## config.mk

```make
export PLATFORM = sky130hd
export DESIGN_NAME = ctd_control
export DESIGN_NICKNAME = d
export VERILOG_FILES = /design/src/logic/ctd_control.v /design/src/logic/ctd_ringer.v /design/src/logic/ctd_detector.v
export VERILOG_INCLUDE_DIRS = /design/src /design/src/logic
export SDC_FILE = /design/constraint.sdc
export NUM_CORES = 1
export LEC_CHECK = 0
export BUFFER_PORTS_ARGS = -buffer_cell sky130_fd_sc_hd__buf_4
export CAP_MARGIN = 30
export CORE_ASPECT_RATIO = 0.5
export CORE_MARGIN = 2
export CORE_UTILIZATION = 61
export DETAILED_ROUTE_END_ITERATION = 12
export GPL_TIMING_DRIVEN = 0
export PLACE_DENSITY_LB_ADDON = 0.12
export SYNTH_ARGS = -nofsm -noshare
export SYNTH_HDL_FRONTEND = slang
export SYNTH_HIERARCHICAL = 1
export SYNTH_SLANG_ARGS = --single-unit
```

## constraint.sdc

```tcl
create_clock -name ref_clk -period 5.37 [get_ports ref_clk]
set_input_delay 0 -clock ref_clk [delete_from_list [all_inputs] [get_ports ref_clk]]
set_output_delay 0 -clock ref_clk [all_outputs]
set_load 0.03 [all_outputs]
```

## src/logic/ctd_defines.vh

```
// Constants for the conference and tone/detect control block
// Contract
// - Conference control bit 0 low holds conference block reset; high lets it run.
// - Conference in reset gives no output in any of 15 conference slots.
// - Duration field bits 3..1 selects (code+1) times 0.125 s.
// - Party added with insertion tone enabled gets tone for programmed duration.
// - Bit 6 resets tone generation when low; software sets it before ringers/FSK.
// - Tone generation in reset gives no output for all 32 tones.
// - Bit 5 high makes generator 2 a square ringer, else DTMF.
// - Bit 4 high warbles ringer 2 at 5 Hz, low at 10 Hz.
// - Bits 3 and 2 control ringer 1 like bits 5 and 4.
// - Only generators 1 and 2 of seven may ring.
// - Bit 1 enables detector B, bit 0 detector A.
// - Detectors watch channels from connection memory 71h (A) and 72h (B).
// - Signal above a detector threshold sets its flag and raises interrupt.
// - Clearing a detector enable zeroes its peak value and flag.
// - Thresholds are 7-bit magnitudes: chord bits 6..4, step bits 3..0.
`ifndef CTD_DEFINES_VH
`define CTD_DEFINES_VH
// ----------------------------------------
// Register map
// ----------------------------------------
`define CTD_ADDR_CONF_CTRL 9'h009
`define CTD_ADDR_TONE_DET_CTRL 9'h010
`define CTD_RESET_VALUE 8'h00
// ----------------------------------------
// Conference control fields
// ----------------------------------------
`define CTD_CONF_ENABLE_BIT 0
`define CTD_DUR_LSB 1
`define CTD_DUR_MSB 3
`define CTD_CONF_MASK 8'h0F
// ----------------------------------------
// Tone and detect control fields
// ----------------------------------------
`define CTD_DET_A_BIT 0
`define CTD_DET_B_BIT 1
`define CTD_WARBLE1_BIT 2
`define CTD_RINGER1_BIT 3
`define CTD_WARBLE2_BIT 4
`define CTD_RINGER2_BIT 5
`define CTD_TONE_EN_BIT 6
`define CTD_TONE_MASK 8'h7F
// ----------------------------------------
// Timing, in 8 kHz frames
// ----------------------------------------
`define CTD_CLK_HZ 10000000
`define CTD_FRAME_HZ 8000
`define CTD_FRAME_CYCLES (`CTD_CLK_HZ / `CTD_FRAME_HZ)
`define CTD_STEP_MS 125
`define CTD_FRAMES_PER_STEP ((`CTD_FRAME_HZ * `CTD_STEP_MS) / 1000)
`define CTD_WARBLE_FAST_HZ 10
`define CTD_WARBLE_SLOW_HZ 5
`define CTD_HALF_FAST ((`CTD_FRAME_HZ / `CTD_WARBLE_FAST_HZ) / 2)
`define CTD_HALF_SLOW ((`CTD_FRAME_HZ / `CTD_WARBLE_SLOW_HZ) / 2)
// ----------------------------------------
// Sizes
// ----------------------------------------
`define CTD_CONF_SLOTS 15
`define CTD_TONE_COUNT 32
`define CTD_GEN_COUNT 7
`define CTD_DET_A_CM_LOC 8'h71
`define CTD_DET_B_CM_LOC 8'h72
`define CTD_CONF_ID_MIN 3'h1
`define CTD_CONF_ID_MAX 3'h5
`endif

```

## src/logic/ctd_control.v

```verilog
// Conference and tone/energy-detect control registers with their timers
`include "ctd_defines.vh"
module ctd_control #(
  parameter FRAME_CYCLES = `CTD_FRAME_CYCLES,
  parameter FRAMES_PER_STEP = `CTD_FRAMES_PER_STEP
) (
  input wire ref_clk,
  input wire rst_n,
  input wire [8:0] regAddr,
  input wire regWrite,
  input wire regRead,
  input wire [7:0] regWriteData,
  output reg [7:0] regReadData,
  input wire partyAdd,
  input wire [2:0] partyConfId,
  input wire insertionToneEnable,
  input wire [3:0] confSlotIn,
  input wire confSlotValid,
  input wire [4:0] toneIndexIn,
  input wire toneValid,
  input wire [2:0] genIndexIn,
  input wire [7:0] connMemAddr,
  input wire [7:0] connMemData,
  input wire connMemWrite,
  input wire [6:0] sampleMag,
  input wire [7:0] sampleChannel,
  input wire sampleValid,
  input wire [6:0] detALow,
  input wire [6:0] detAHigh,
  input wire [6:0] detBLow,
  input wire [6:0] detBHigh,
  output reg conferenceEnable,
  output reg confOutputEnable,
  output reg insertionToneActive,
  output reg [2:0] insertionToneConf,
  output reg toneGenerationEnable,
  output reg toneOutputEnable,
  output reg genRingMode,
  output reg ringer1Active,
  output reg ringer1HighSel,
  output reg ringer2Active,
  output reg ringer2HighSel,
  output reg [6:0] peakA,
  output reg [6:0] peakB,
  output reg energyFlagA,
  output reg energyFlagB,
  output reg energyIrq
);
  // ----------------------------------------
  // Constants cut to the widths they meet
  // ----------------------------------------
  // Generators 1 and 2 sit at indices 0 and 1; the other five never ring
  localparam [2:0] GEN_RING1 = 3'h0;
  localparam [2:0] GEN_RING2 = 3'h1;
  localparam [31:0] FRAME_LAST = FRAME_CYCLES - 1;
  localparam [31:0] STEP_FRAMES = FRAMES_PER_STEP;
  localparam [31:0] SLOT_COUNT = `CTD_CONF_SLOTS;
  localparam [31:0] TONE_COUNT = `CTD_TONE_COUNT;

  // ----------------------------------------
  // Control registers
  // ----------------------------------------
  reg [7:0] confCtrl;
  reg [7:0] toneCtrl;
  reg [7:0] chanA;
  reg [7:0] chanB;
  reg [10:0] frameCount;
  reg frameTick;
  reg [12:0] toneFrames;
  reg [2:0] toneConf;
  reg toneBusy;
  reg [7:0] next_readData;
  wire [6:0] peakAw;
  wire [6:0] peakBw;
  wire flagAw;
  wire flagBw;
  wire pulseAw;
  wire pulseBw;
  wire r1a;
  wire r1h;
  wire r2a;
  wire r2h;
  wire confOn;
  wire toneOn;
  wire slotInRange;
  wire toneInRange;

  // Duration in frames for a 3-bit code
  function [12:0] durFrames;
    input [2:0] code;
    reg [31:0] frames;
    begin
      frames = ({29'h0, code} + 32'h00000001) * STEP_FRAMES;
      // Code 7 at the default step is 8000 frames, inside 13 bits
      durFrames = frames[12:0];
    end
  endfunction

  // Valid conference identifier check
  function validConf;
    input [2:0] id;
    begin
      validConf = (id >= `CTD_CONF_ID_MIN) && (id <= `CTD_CONF_ID_MAX);
    end
  endfunction

  assign confOn = confCtrl[`CTD_CONF_ENABLE_BIT];
  assign toneOn = toneCtrl[`CTD_TONE_EN_BIT];
  // Slot 15 lies past the last of the 15 conference locations
  assign slotInRange = ({1'b0, confSlotIn} < SLOT_COUNT[4:0]);
  // Always true at 5 bits, but keeps the tone limit tied to the index
  assign toneInRange = ({1'b0, toneIndexIn} < TONE_COUNT[5:0]);

  // ----------------------------------------
  // Register writes
  // ----------------------------------------
  always @(posedge ref_clk or negedge rst_n) begin
    if (!rst_n) begin
      confCtrl <= `CTD_RESET_VALUE;
      toneCtrl <= `CTD_RESET_VALUE;
    end else if (regWrite) begin
      if (regAddr == `CTD_ADDR_CONF_CTRL) begin
        confCtrl <= regWriteData & `CTD_CONF_MASK;
      end
      if (regAddr == `CTD_ADDR_TONE_DET_CTRL) begin
        toneCtrl <= regWriteData & `CTD_TONE_MASK;
      end
    end
  end

  // Unused bits read as zero; unmapped addresses read zero
  always @* begin
    next_readData = 8'h00;
    if (regRead && regAddr == `CTD_ADDR_CONF_CTRL) begin
      next_readData = confCtrl;
    end else if (regRead && regAddr == `CTD_ADDR_TONE_DET_CTRL) begin
      next_readData = toneCtrl;
    end
  end

  // Registered so the read value stands a full cycle
  always @(posedge ref_clk or negedge rst_n) begin
    if (!rst_n) begin
      regReadData <= 8'h00;
    end else begin
      regReadData <= next_readData;
    end
  end

  // ----------------------------------------
  // Detector channel selection
  // ----------------------------------------
  // Only the two detector words of connection memory are kept here
  always @(posedge ref_clk or negedge rst_n) begin
    if (!rst_n) begin
      chanA <= 8'h00;
      chanB <= 8'h00;
    end else if (connMemWrite) begin
      if (connMemAddr == `CTD_DET_A_CM_LOC) begin
        chanA <= connMemData;
      end
      if (connMemAddr == `CTD_DET_B_CM_LOC) begin
        chanB <= connMemData;
      end
    end
  end

  // ----------------------------------------
  // 8 kHz frame tick
  // ----------------------------------------
  // One shared tick keeps both ringers and the tone timer on the same frames
  always @(posedge ref_clk or negedge rst_n) begin
    if (!rst_n) begin
      frameCount <= 11'h000;
      frameTick <= 1'b0;
    end else if (frameCount == FRAME_LAST[10:0]) begin
      frameCount <= 11'h000;
      frameTick <= 1'b1;
    end else begin
      frameCount <= frameCount + 11'h001;
      frameTick <= 1'b0;
    end
  end

  // ----------------------------------------
  // Insertion tone timer
  // ----------------------------------------
  // A new party restarts the timer; only one tone runs at a time
  always @(posedge ref_clk or negedge rst_n) begin
    if (!rst_n) begin
      toneFrames <= 13'h0000;
      toneConf <= 3'h0;
      toneBusy <= 1'b0;
    end else if (!confOn) begin
      toneFrames <= 13'h0000;
      toneConf <= 3'h0;
      toneBusy <= 1'b0;
    end else if (partyAdd && insertionToneEnable && validConf(partyConfId)) begin
      toneFrames <= durFrames(confCtrl[`CTD_DUR_MSB:`CTD_DUR_LSB]);
      toneConf <= partyConfId;
      toneBusy <= 1'b1;
    end else if (toneBusy && frameTick) begin
      if (toneFrames == 13'h0001) begin
        toneBusy <= 1'b0;
        toneFrames <= 13'h0000;
      end else begin
        toneFrames <= toneFrames - 13'h0001;
      end
    end
  end

  // ----------------------------------------
  // Ringers and detectors
  // ----------------------------------------
  ctd_ringer ringer1 (
    .ref_clk(ref_clk),
    .rst_n(rst_n),
    .frameTick(frameTick),
    .toneEnable(toneOn),
    .ringerEnable(toneCtrl[`CTD_RINGER1_BIT]),
    .warbleSlow(toneCtrl[`CTD_WARBLE1_BIT]),
    .ringing(r1a),
    .highFreqSel(r1h)
  );

  ctd_ringer ringer2 (
    .ref_clk(ref_clk),
    .rst_n(rst_n),
    .frameTick(frameTick),
    .toneEnable(toneOn),
    .ringerEnable(toneCtrl[`CTD_RINGER2_BIT]),
    .warbleSlow(toneCtrl[`CTD_WARBLE2_BIT]),
    .ringing(r2a),
    .highFreqSel(r2h)
  );

  ctd_detector detA (
    .ref_clk(ref_clk),
    .rst_n(rst_n),
    .enable(toneCtrl[`CTD_DET_A_BIT]),
    .sampleValid(sampleValid && sampleChannel == chanA),
    .sampleMag(sampleMag),
    .lowThreshold(detALow),
    .highThreshold(detAHigh),
    .peak(peakAw),
    .detectFlag(flagAw),
    .detectPulse(pulseAw)
  );

  ctd_detector detB (
    .ref_clk(ref_clk),
    .rst_n(rst_n),
    .enable(toneCtrl[`CTD_DET_B_BIT]),
    .sampleValid(sampleValid && sampleChannel == chanB),
    .sampleMag(sampleMag),
    .lowThreshold(detBLow),
    .highThreshold(detBHigh),
    .peak(peakBw),
    .detectFlag(flagBw),
    .detectPulse(pulseBw)
  );

  // ----------------------------------------
  // Registered outputs
  // ----------------------------------------
  always @(posedge ref_clk or negedge rst_n) begin
    if (!rst_n) begin
      conferenceEnable <= 1'b0;
      confOutputEnable <= 1'b0;
      insertionToneActive <= 1'b0;
      insertionToneConf <= 3'h0;
      toneGenerationEnable <= 1'b0;
      toneOutputEnable <= 1'b0;
      genRingMode <= 1'b0;
      ringer1Active <= 1'b0;
      ringer1HighSel <= 1'b0;
      ringer2Active <= 1'b0;
      ringer2HighSel <= 1'b0;
      peakA <= 7'h00;
      peakB <= 7'h00;
      energyFlagA <= 1'b0;
      energyFlagB <= 1'b0;
      energyIrq <= 1'b0;
    end else begin
      conferenceEnable <= confOn;
      confOutputEnable <= confOn && confSlotValid && slotInRange;
      insertionToneActive <= toneBusy && confOn;
      insertionToneConf <= toneBusy ? toneConf : 3'h0;
      toneGenerationEnable <= toneOn;
      toneOutputEnable <= toneOn && toneValid && toneInRange;
      // Generator index: only first two may ring
      genRingMode <= toneOn && ((genIndexIn == GEN_RING1 && r1a) ||
        (genIndexIn == GEN_RING2 && r2a));
      ringer1Active <= r1a && toneOn;
      ringer1HighSel <= r1h;
      ringer2Active <= r2a && toneOn;
      ringer2HighSel <= r2h;
      peakA <= peakAw;
      peakB <= peakBw;
      energyFlagA <= flagAw;
      energyFlagB <= flagBw;
      energyIrq <= pulseAw | pulseBw;
    end
  end
endmodule // ctd_control

```

## src/logic/ctd_ringer.v

```verilog
// Warbling square-wave ringer control for one programmable generator
`include "ctd_defines.vh"
module ctd_ringer (
  input wire ref_clk,
  input wire rst_n,
  input wire frameTick,
  input wire toneEnable,
  input wire ringerEnable,
  input wire warbleSlow,
  output reg ringing,
  output reg highFreqSel
);
  reg [9:0] halfCount;
  wire [9:0] halfLimit;
  wire active;
  localparam [31:0] SLOW_LAST = `CTD_HALF_SLOW - 1;
  localparam [31:0] FAST_LAST = `CTD_HALF_FAST - 1;

  assign active = toneEnable & ringerEnable;
  // Slow bit picks 5 Hz, else 10 Hz
  assign halfLimit = warbleSlow ? SLOW_LAST[9:0] : FAST_LAST[9:0];

  always @(posedge ref_clk or negedge rst_n) begin
    if (!rst_n) begin
      halfCount <= 10'h000;
      highFreqSel <= 1'b0;
      ringing <= 1'b0;
    end else begin
      ringing <= active;
      if (!active) begin
        halfCount <= 10'h000;
        highFreqSel <= 1'b0;
      end else if (frameTick) begin
        if (halfCount >= halfLimit) begin
          halfCount <= 10'h000;
          highFreqSel <= ~highFreqSel;
        end else begin
          halfCount <= halfCount + 10'h001;
        end
      end
    end
  end
endmodule // ctd_ringer

```

## src/logic/ctd_detector.v

```verilog
// Energy detector control: peak capture, threshold compare, flag
`include "ctd_defines.vh"
module ctd_detector (
  input wire ref_clk,
  input wire rst_n,
  input wire enable,
  input wire sampleValid,
  input wire [6:0] sampleMag,
  input wire [6:0] lowThreshold,
  input wire [6:0] highThreshold,
  output reg [6:0] peak,
  output reg detectFlag,
  output reg detectPulse
);
  wire over;

  // Chord in 6..4, step in 3..0: plain unsigned compare orders them
  assign over = (sampleMag > lowThreshold) | (sampleMag > highThreshold);

  always @(posedge ref_clk or negedge rst_n) begin
    if (!rst_n) begin
      peak <= 7'h00;
      detectFlag <= 1'b0;
      detectPulse <= 1'b0;
    end else if (!enable) begin
      peak <= 7'h00;
      detectFlag <= 1'b0;
      detectPulse <= 1'b0;
    end else begin
      detectPulse <= sampleValid & over & ~detectFlag;
      if (sampleValid & (sampleMag > peak)) begin
        peak <= sampleMag;
      end
      if (sampleValid & over) begin
        detectFlag <= 1'b1;
      end
    end
  end
endmodule // ctd_detector

```

Word-level counts from Yosys, hierarchy flattened. Index checks and enable logic that the tools add are counted.

Output and inout bits: 38. Bits in latches: 0. Bits of input ports: 101. Register bits: 136. Memory bits (writable): 0. Memories: 0. Bits in read-only memories: 0.

$add $sub $neg: 5. Bitwise logic cells: 15. Order comparisons: 11. Shift operators: 0. Equality and inequality tests: 20. Multipliers: 1. Reductions and logical operators: 26. Multiplexer cells: 39. Divide/modulo/power cells: 0.

Operator list (count): $mux 10 (8); $mux 13 (4); $gt 7x7->1 (6); $mux 7 (5); $add 10x1->10 const B (2); $ge 10x10->1 (2); $logic_and 1x1->1 (17); $mux 1 (17); $eq 8x7->1 const B (2); $eq 8x8->1 (2); $reduce_and 2->1 (7); $eq 13x1->1 const B (1); $sub 13x1->13 const B (1); $add 11x1->11 const B (1); $eq 11x11->1 const B (1); $mux 11 (1); $mul 4x7->10 const B (1); $ne 2x1->1 const B (5); $eq 9x4->1 const B (1); $eq 9x5->1 const B (1); $mux 3 (3); $and 1x1->1 (8); $mux 8 (1); $ne 2x2->1 const B (4); other kinds (10) (16).

Depth between registers and ports, before layout.
Depth in word-level cells: 5. Depth in mapped cells: 13. Mapped depth without buffers: 13.

Cells and area by module. Netlist, hierarchy kept.

Modules (own cells, without submodules): ctd_control (area an instance 4483.0 µm², instances 1, cells each 373, seq. area each 2327.2 µm²); ctd_detector (area an instance 910.9 µm², instances 2, cells each 109, seq. area each 225.2 µm²); ctd_ringer (area an instance 651.9 µm², instances 2, cells each 66, seq. area each 300.3 µm²).

Least setup slack after synthesis. No wires, ideal clock.

Path kind: reg2reg. Start: register confCtrl[1]. End: register toneFrames[12]. Slack: 1.995 ns. Period minus slack after synthesis: 3.375 ns. Arrival time: 3.235 ns. Setup time: 0.140 ns. Cell stages (with the launch flop): 14. Path through: dfrtp_1 ha_1 xor2_1 inv_1 fa_1 inv_1 fa_1 inv_1 ha_1 nand2b_1 a21oi_1 a221oi_1 xnor2_1 o22ai_1.

Longest elaborated chain between the ends: 4.

Ends and longest elaborated chain: start: declaration (RTL line ctd_control.v:63) `reg [7:0] confCtrl;`; start signal: assignment (RTL line ctd_control.v:119) `` confCtrl <= `CTD_RESET_VALUE; ``; start signal: assignment (RTL line ctd_control.v:123) `` confCtrl <= regWriteData & `CTD_CONF_MASK; ``; $add 3x1->4 (RTL line ctd_control.v:93) `frames = ({29'h0, code} + 32'h00000001) * STEP_FRAMES;`; $mul 4x7->10 (RTL line ctd_control.v:93); $mux 13 (RTL line ctd_control.v:198) `end else if (partyAdd && insertionToneEnable && validConf(partyConfId)) begin`; $mux 13 (RTL line ctd_control.v:194) `end else if (!confOn) begin`; end signal: assignment (RTL line ctd_control.v:199) `` toneFrames <= durFrames(confCtrl[`CTD_DUR_MSB:`CTD_DUR_LSB]); ``; end signal: assignment (RTL line ctd_control.v:207) `toneFrames <= toneFrames - 13'h0001;`; end: declaration (RTL line ctd_control.v:69) `reg [12:0] toneFrames;`.

No other way between the ends. A chain may end at the register's enable or synchronous reset.

Worst setup path in the final report. Ends and elaborated chain as after synthesis.

==> flow_results.xml <==
<?xml version="1.0" encoding="UTF-8"?>
<metrics>
  <group name="outcome">
    <metric name="outcome" unit="">finished, final reports clean</metric>
  </group>
  <group name="routing">
    <metric name="detail_route.first_pass.iterations" unit="">5</metric>
    <metric name="number_of_antenna_violating_nets_in_the_routed_design" unit="">0</metric>
    <metric name="drtIter0Drc" unit="">279</metric>
    <metric name="via_count" unit="">6100</metric>
    <metric name="drcViolationCount" unit="">0</metric>
    <metric name="route.detailed.vias_per_inst" unit="">5.64</metric>
    <metric name="wire_per_inst" unit="um">16.8</metric>
    <metric name="postRouteWirelength" unit="mm">18.2</metric>
  </group>
  <group name="worst_setup_path">
    <metric name="crit_slowest_cell" unit="">sky130_fd_sc_hd__fa_1</metric>
    <metric name="critical_path.startpoint_type" unit="">register</metric>
    <metric name="cp_data_required_time" unit="ps">5640</metric>
    <metric name="timing.critical_path.mode_cell" unit="">sky130_fd_sc_hd__inv_1</metric>
    <metric name="worstSetupPathType" unit="">register to register</metric>
    <metric name="r2r-end" unit="">toneFrames[12]</metric>
    <metric name="path_max_fanout" unit="">9</metric>
    <metric name="reg2reg_slack" unit="ps">1560</metric>
    <metric name="critPathTopFamily" unit="">adder cells</metric>
    <metric name="cpPeakStageDelay" unit="ps">600</metric>
    <metric name="cp_data_arrival_time" unit="ps">4080</metric>
    <metric name="worst-r2r-cell-count" unit="">13</metric>
    <metric name="regToRegStartpoint" unit="">confCtrl[1]</metric>
    <metric name="type_of_element_capturing_the_critical_path" unit="">register</metric>
    <metric name="worst_path_buffer_plus_inverter_count" unit="">3</metric>
    <metric name="crit_path_cell_trace" unit="">ha_1, xor2_1, inv_1, fa_1, inv_1, fa_1, inv_1, ha_1, nand2b_1, a21oi_1, a221oi_1, xnor2_1, o22ai_1</metric>
  </group>
  <group name="finish">
    <metric name="syn_to_final_growth" unit="%">28.0</metric>
    <metric name="drive_above_1_share" unit="%">24.2</metric>
    <metric name="design.final.nets" unit="">1080</metric>
    <metric name="layout.filler_cells" unit="">738</metric>
    <metric name="finalNonFillerCells" unit="">1082</metric>
    <metric name="antenna-diode-count" unit="">0</metric>
  </group>
  <group name="grt">
    <metric name="all_layer_global_routing_usage" unit="%">28.5</metric>
    <metric name="gr-total-overflow" unit="">0</metric>
    <metric name="largest_net_degree_at_the_start_of_global_routing" unit="">103</metric>
    <metric name="grt_pass1_wl" unit="mm">30.4</metric>
    <metric name="number_of_global_route_vias_before_repair" unit="">6493</metric>
    <metric name="initial_antenna_violation_count" unit="">0</metric>
  </group>
  <group name="sta">
    <metric name="timing.final.hold_violations" unit="">0</metric>
    <metric name="slew_headroom" unit="%">47.6</metric>
    <metric name="final.setup_skew" unit="ps">7.17</metric>
    <metric name="tns" unit="ps">0</metric>
    <metric name="max_freq" unit="GHz">0.263</metric>
    <metric name="slew_viols_final" unit="">0</metric>
    <metric name="fin_crit_sh" unit="%">70.9</metric>
    <metric name="setup_violations" unit="">0</metric>
    <metric name="max_slew.worst_pin.slew" unit="ps">779</metric>
    <metric name="setup_repair_after_global_routing_missed_its_margin" unit="">false</metric>
    <metric name="post-route-min-period" unit="ps">3810</metric>
  </group>
  <group name="floorplan">
    <metric name="die-area" unit="sq um">13400</metric>
    <metric name="die_w" unit="um">162</metric>
    <metric name="row_count" unit="">28</metric>
    <metric name="die_h" unit="um">83.0</metric>
    <metric name="area_of_the_core" unit="sq um">12000</metric>
    <metric name="boundaryPins" unit="">139</metric>
    <metric name="initial_core_util" unit="%">63.5</metric>
  </group>
  <group name="worst_hold_path">
    <metric name="path_type_of_the_worst_min_delay_path" unit="">input pin to async pin</metric>
  </group>
  <group name="clock_network">
    <metric name="max-clock-path-buffers" unit="">2</metric>
    <metric name="path_clk_slew" unit="ps">60</metric>
    <metric name="cts-htree-levels" unit="">4</metric>
    <metric name="post_cts_resized" unit="">0</metric>
    <metric name="cts_root_buf" unit="">sky130_fd_sc_hd__clkbuf_16</metric>
    <metric name="cts_made_buffers" unit="">17</metric>
    <metric name="cts_tree" unit="">built</metric>
    <metric name="cts.repair_timing.setup_buffer_count" unit="">0</metric>
    <metric name="tritoncts_num_sinks" unit="">135</metric>
    <metric name="clk-insertion-delay-late" unit="ps">410</metric>
  </group>
  <group name="synthesis">
    <metric name="yosys_register_bits" unit="">135</metric>
    <metric name="syn-num-nets" unit="">898</metric>
    <metric name="synth_flop_cell" unit="">sky130_fd_sc_hd__dfrtp_1</metric>
    <metric name="synthCells" unit="">723</metric>
    <metric name="seq_area_frac_synth" unit="%">44.4</metric>
    <metric name="synth_enable_flop_cells" unit="">0</metric>
    <metric name="yosys_warnings" unit="">6</metric>
    <metric name="yosys.cell_types.count" unit="">71</metric>
    <metric name="asyncSetResetFlopFracSynth" unit="%">100</metric>
    <metric name="postSynthAreaPerCell" unit="sq um">10.5</metric>
    <metric name="post_synth_instance_area" unit="sq um">7610</metric>
  </group>
  <group name="place">
    <metric name="io_buffers" unit="">131</metric>
    <metric name="globalplace.congestion" unit="">0.893</metric>
    <metric name="place_inst" unit="">1020</metric>
    <metric name="dp_hpwl" unit="mm">12.1</metric>
  </group>
  <group name="power">
    <metric name="vdd_drop_max" unit="mV">0.221</metric>
    <metric name="power_leakage" unit="nW">4.61</metric>
    <metric name="power-per-cell-area" unit="nW/um^2">255</metric>
  </group>
  <group name="job">
    <metric name="max_cap_viol_count" unit="">0</metric>
  </group>
</metrics>
==> state kept, by name (all words and copies together) (netlist names), 3 cells and up <==
name,cells
peakA,7
frameCount,11
toneCtrl,7
insertionToneConf,3
chanA,8
ringer2/halfCount,10
ringer1/halfCount,10
toneConf,3
regReadData,7
peakB,7
detA/peak,7
toneFrames,13
chanB,8
detB/peak,7
confCtrl,4
==> final cells by class <==
type                            count  area (sq um)  share of cell area [%]
Clock buffer                       18           429                    4.41
Inverter                           67           251                    2.58
Multi-Input combinational cell    508          3900                    40.0
Buffer                             13          77.6                   0.796
Tap cell                          165           206                    2.12
Sequential cell                   135          3380                    34.7
Clock inverter                     13           173                    1.77
Timing Repair Buffer              163          1330                    13.6
==> metal layers <==
layer | up-vias | track usage, % | part of all wire, %
met3 | 42 | 6.19 | 5.1
met5 | - | 0 | 0
met2 | 175 | 49.8 | 51
li1 | 2907 | - | -
met4 | 0 | 11.9 | 2.6
met1 | 2976 | 34.2 | 41
==> report_power, final <==
group | switching [mW] | internal (mW) | total (mW)
registers | 0.00909 | 1.03 | 1.04
clock network | 0.457 | 0.734 | 1.19
logic | 0.129 | 0.124 | 0.253
==> cell usage after synthesis (all sizes together), types with 4 or more instances <==
library cell / instances / area, sq um
and4: 8 / 73.8
mux2i: 18 / 180
nor2: 40 / 150
and2: 15 / 93.8
nand3b: 11 / 95.1
nor3b: 7 / 62.6
nand3: 20 / 100
nand2: 67 / 251
xor2: 25 / 219
a31oi: 4 / 25.0
a21oi: 41 / 205
a22o: 4 / 35.0
ha: 67 / 838
clkbuf: 7 / 26.3
nand4: 15 / 100
or3: 4 / 25.0
and3: 5 / 31.3
nor3: 6 / 57.6
mux2: 27 / 304
dfrtp: 135 / 3380
inv: 67 / 251
o22ai: 7 / 43.8
a211oi: 5 / 47.5
fa: 7 / 140
buf: 6 / 51.3
or2: 5 / 31.3
nor4: 12 / 96.3
xnor2: 22 / 193
o21ai: 23 / 123
o211ai: 5 / 37.5
==> cell families (layout without fill, tap and decap cells) <==
kind of cell    Yosys count  after routing  synth area share (%)
buf+inv                  80            274                  4.33
xor+xnor                 47             47                  5.41
fa+ha+maj                74             74                  12.9
mux                      45             45                  6.36
simple gates            229            229                  16.9
other cells               1              1                0.0493
flops                   135            135                  44.4
compound gates          112            112                  9.67
==> stage by stage <==
stage | hold slack [ps] | instance area (sq um) | worst slack [ps] | power (mW) | util [%]
2_1_floorplan | -296 | 7610 | 1990 | 1.17 | -
3_3_place_gp | 157 | 8800 | 1680 | 1.27 | 73.4
3_5_place_dp | -91.8 | 8830 | 1590 | 1.28 | 73.7
4_1_cts | 40.4 | 9740 | 1540 | 2.48 | 81.3
5_1_grt | 61.5 | 9740 | 1370 | 2.57 | 81.3
6_report | 30.8 | 9740 | 1560 | 2.48 | 81.3
==> worst max-delay path by stage <==
stage / from / end / depth (start not counted)
2_1_floorplan: confCtrl[1] / toneFrames[12] / 13
3_3_place_gp: confCtrl[1] / toneFrames[12] / 13
3_5_place_dp: confCtrl[1] / toneFrames[12] / 13
4_1_cts: confCtrl[1] / toneFrames[12] / 13
5_1_grt: confCtrl[1] / toneFrames[12] / 13
6_report: confCtrl[1] / toneFrames[12] / 13
==> what timing repair did <==
item,4_1_cts,5_1_grt
hold buffers,31,0
setup endpoints to repair,0,0
endpoints found under the hold margin,182,0
==> layout by cell type (no fill, tap or decap), types with 7 or more instances in the layout <==
cell,instances
sky130_fd_sc_hd__dfrtp_1,135
sky130_fd_sc_hd__nand4_1,14
sky130_fd_sc_hd__clkbuf_1,8
sky130_fd_sc_hd__a21oi_1,41
sky130_fd_sc_hd__mux2i_1,18
sky130_fd_sc_hd__fa_1,7
sky130_fd_sc_hd__dlygate4sd3_1,31
sky130_fd_sc_hd__xor2_1,25
sky130_fd_sc_hd__nor2_1,40
sky130_fd_sc_hd__mux2_2,27
sky130_fd_sc_hd__o22ai_1,7
sky130_fd_sc_hd__nand3_1,20
sky130_fd_sc_hd__xnor2_1,22
sky130_fd_sc_hd__nand3b_1,10
sky130_fd_sc_hd__clkbuf_16,17
sky130_fd_sc_hd__nor4_1,10
sky130_fd_sc_hd__o21ai_0,18
sky130_fd_sc_hd__inv_1,67
sky130_fd_sc_hd__nand2_1,67
sky130_fd_sc_hd__buf_4,131
sky130_fd_sc_hd__and2_1,14
sky130_fd_sc_hd__ha_1,67
No activity file was read; power rests on OpenSTA's default activity.
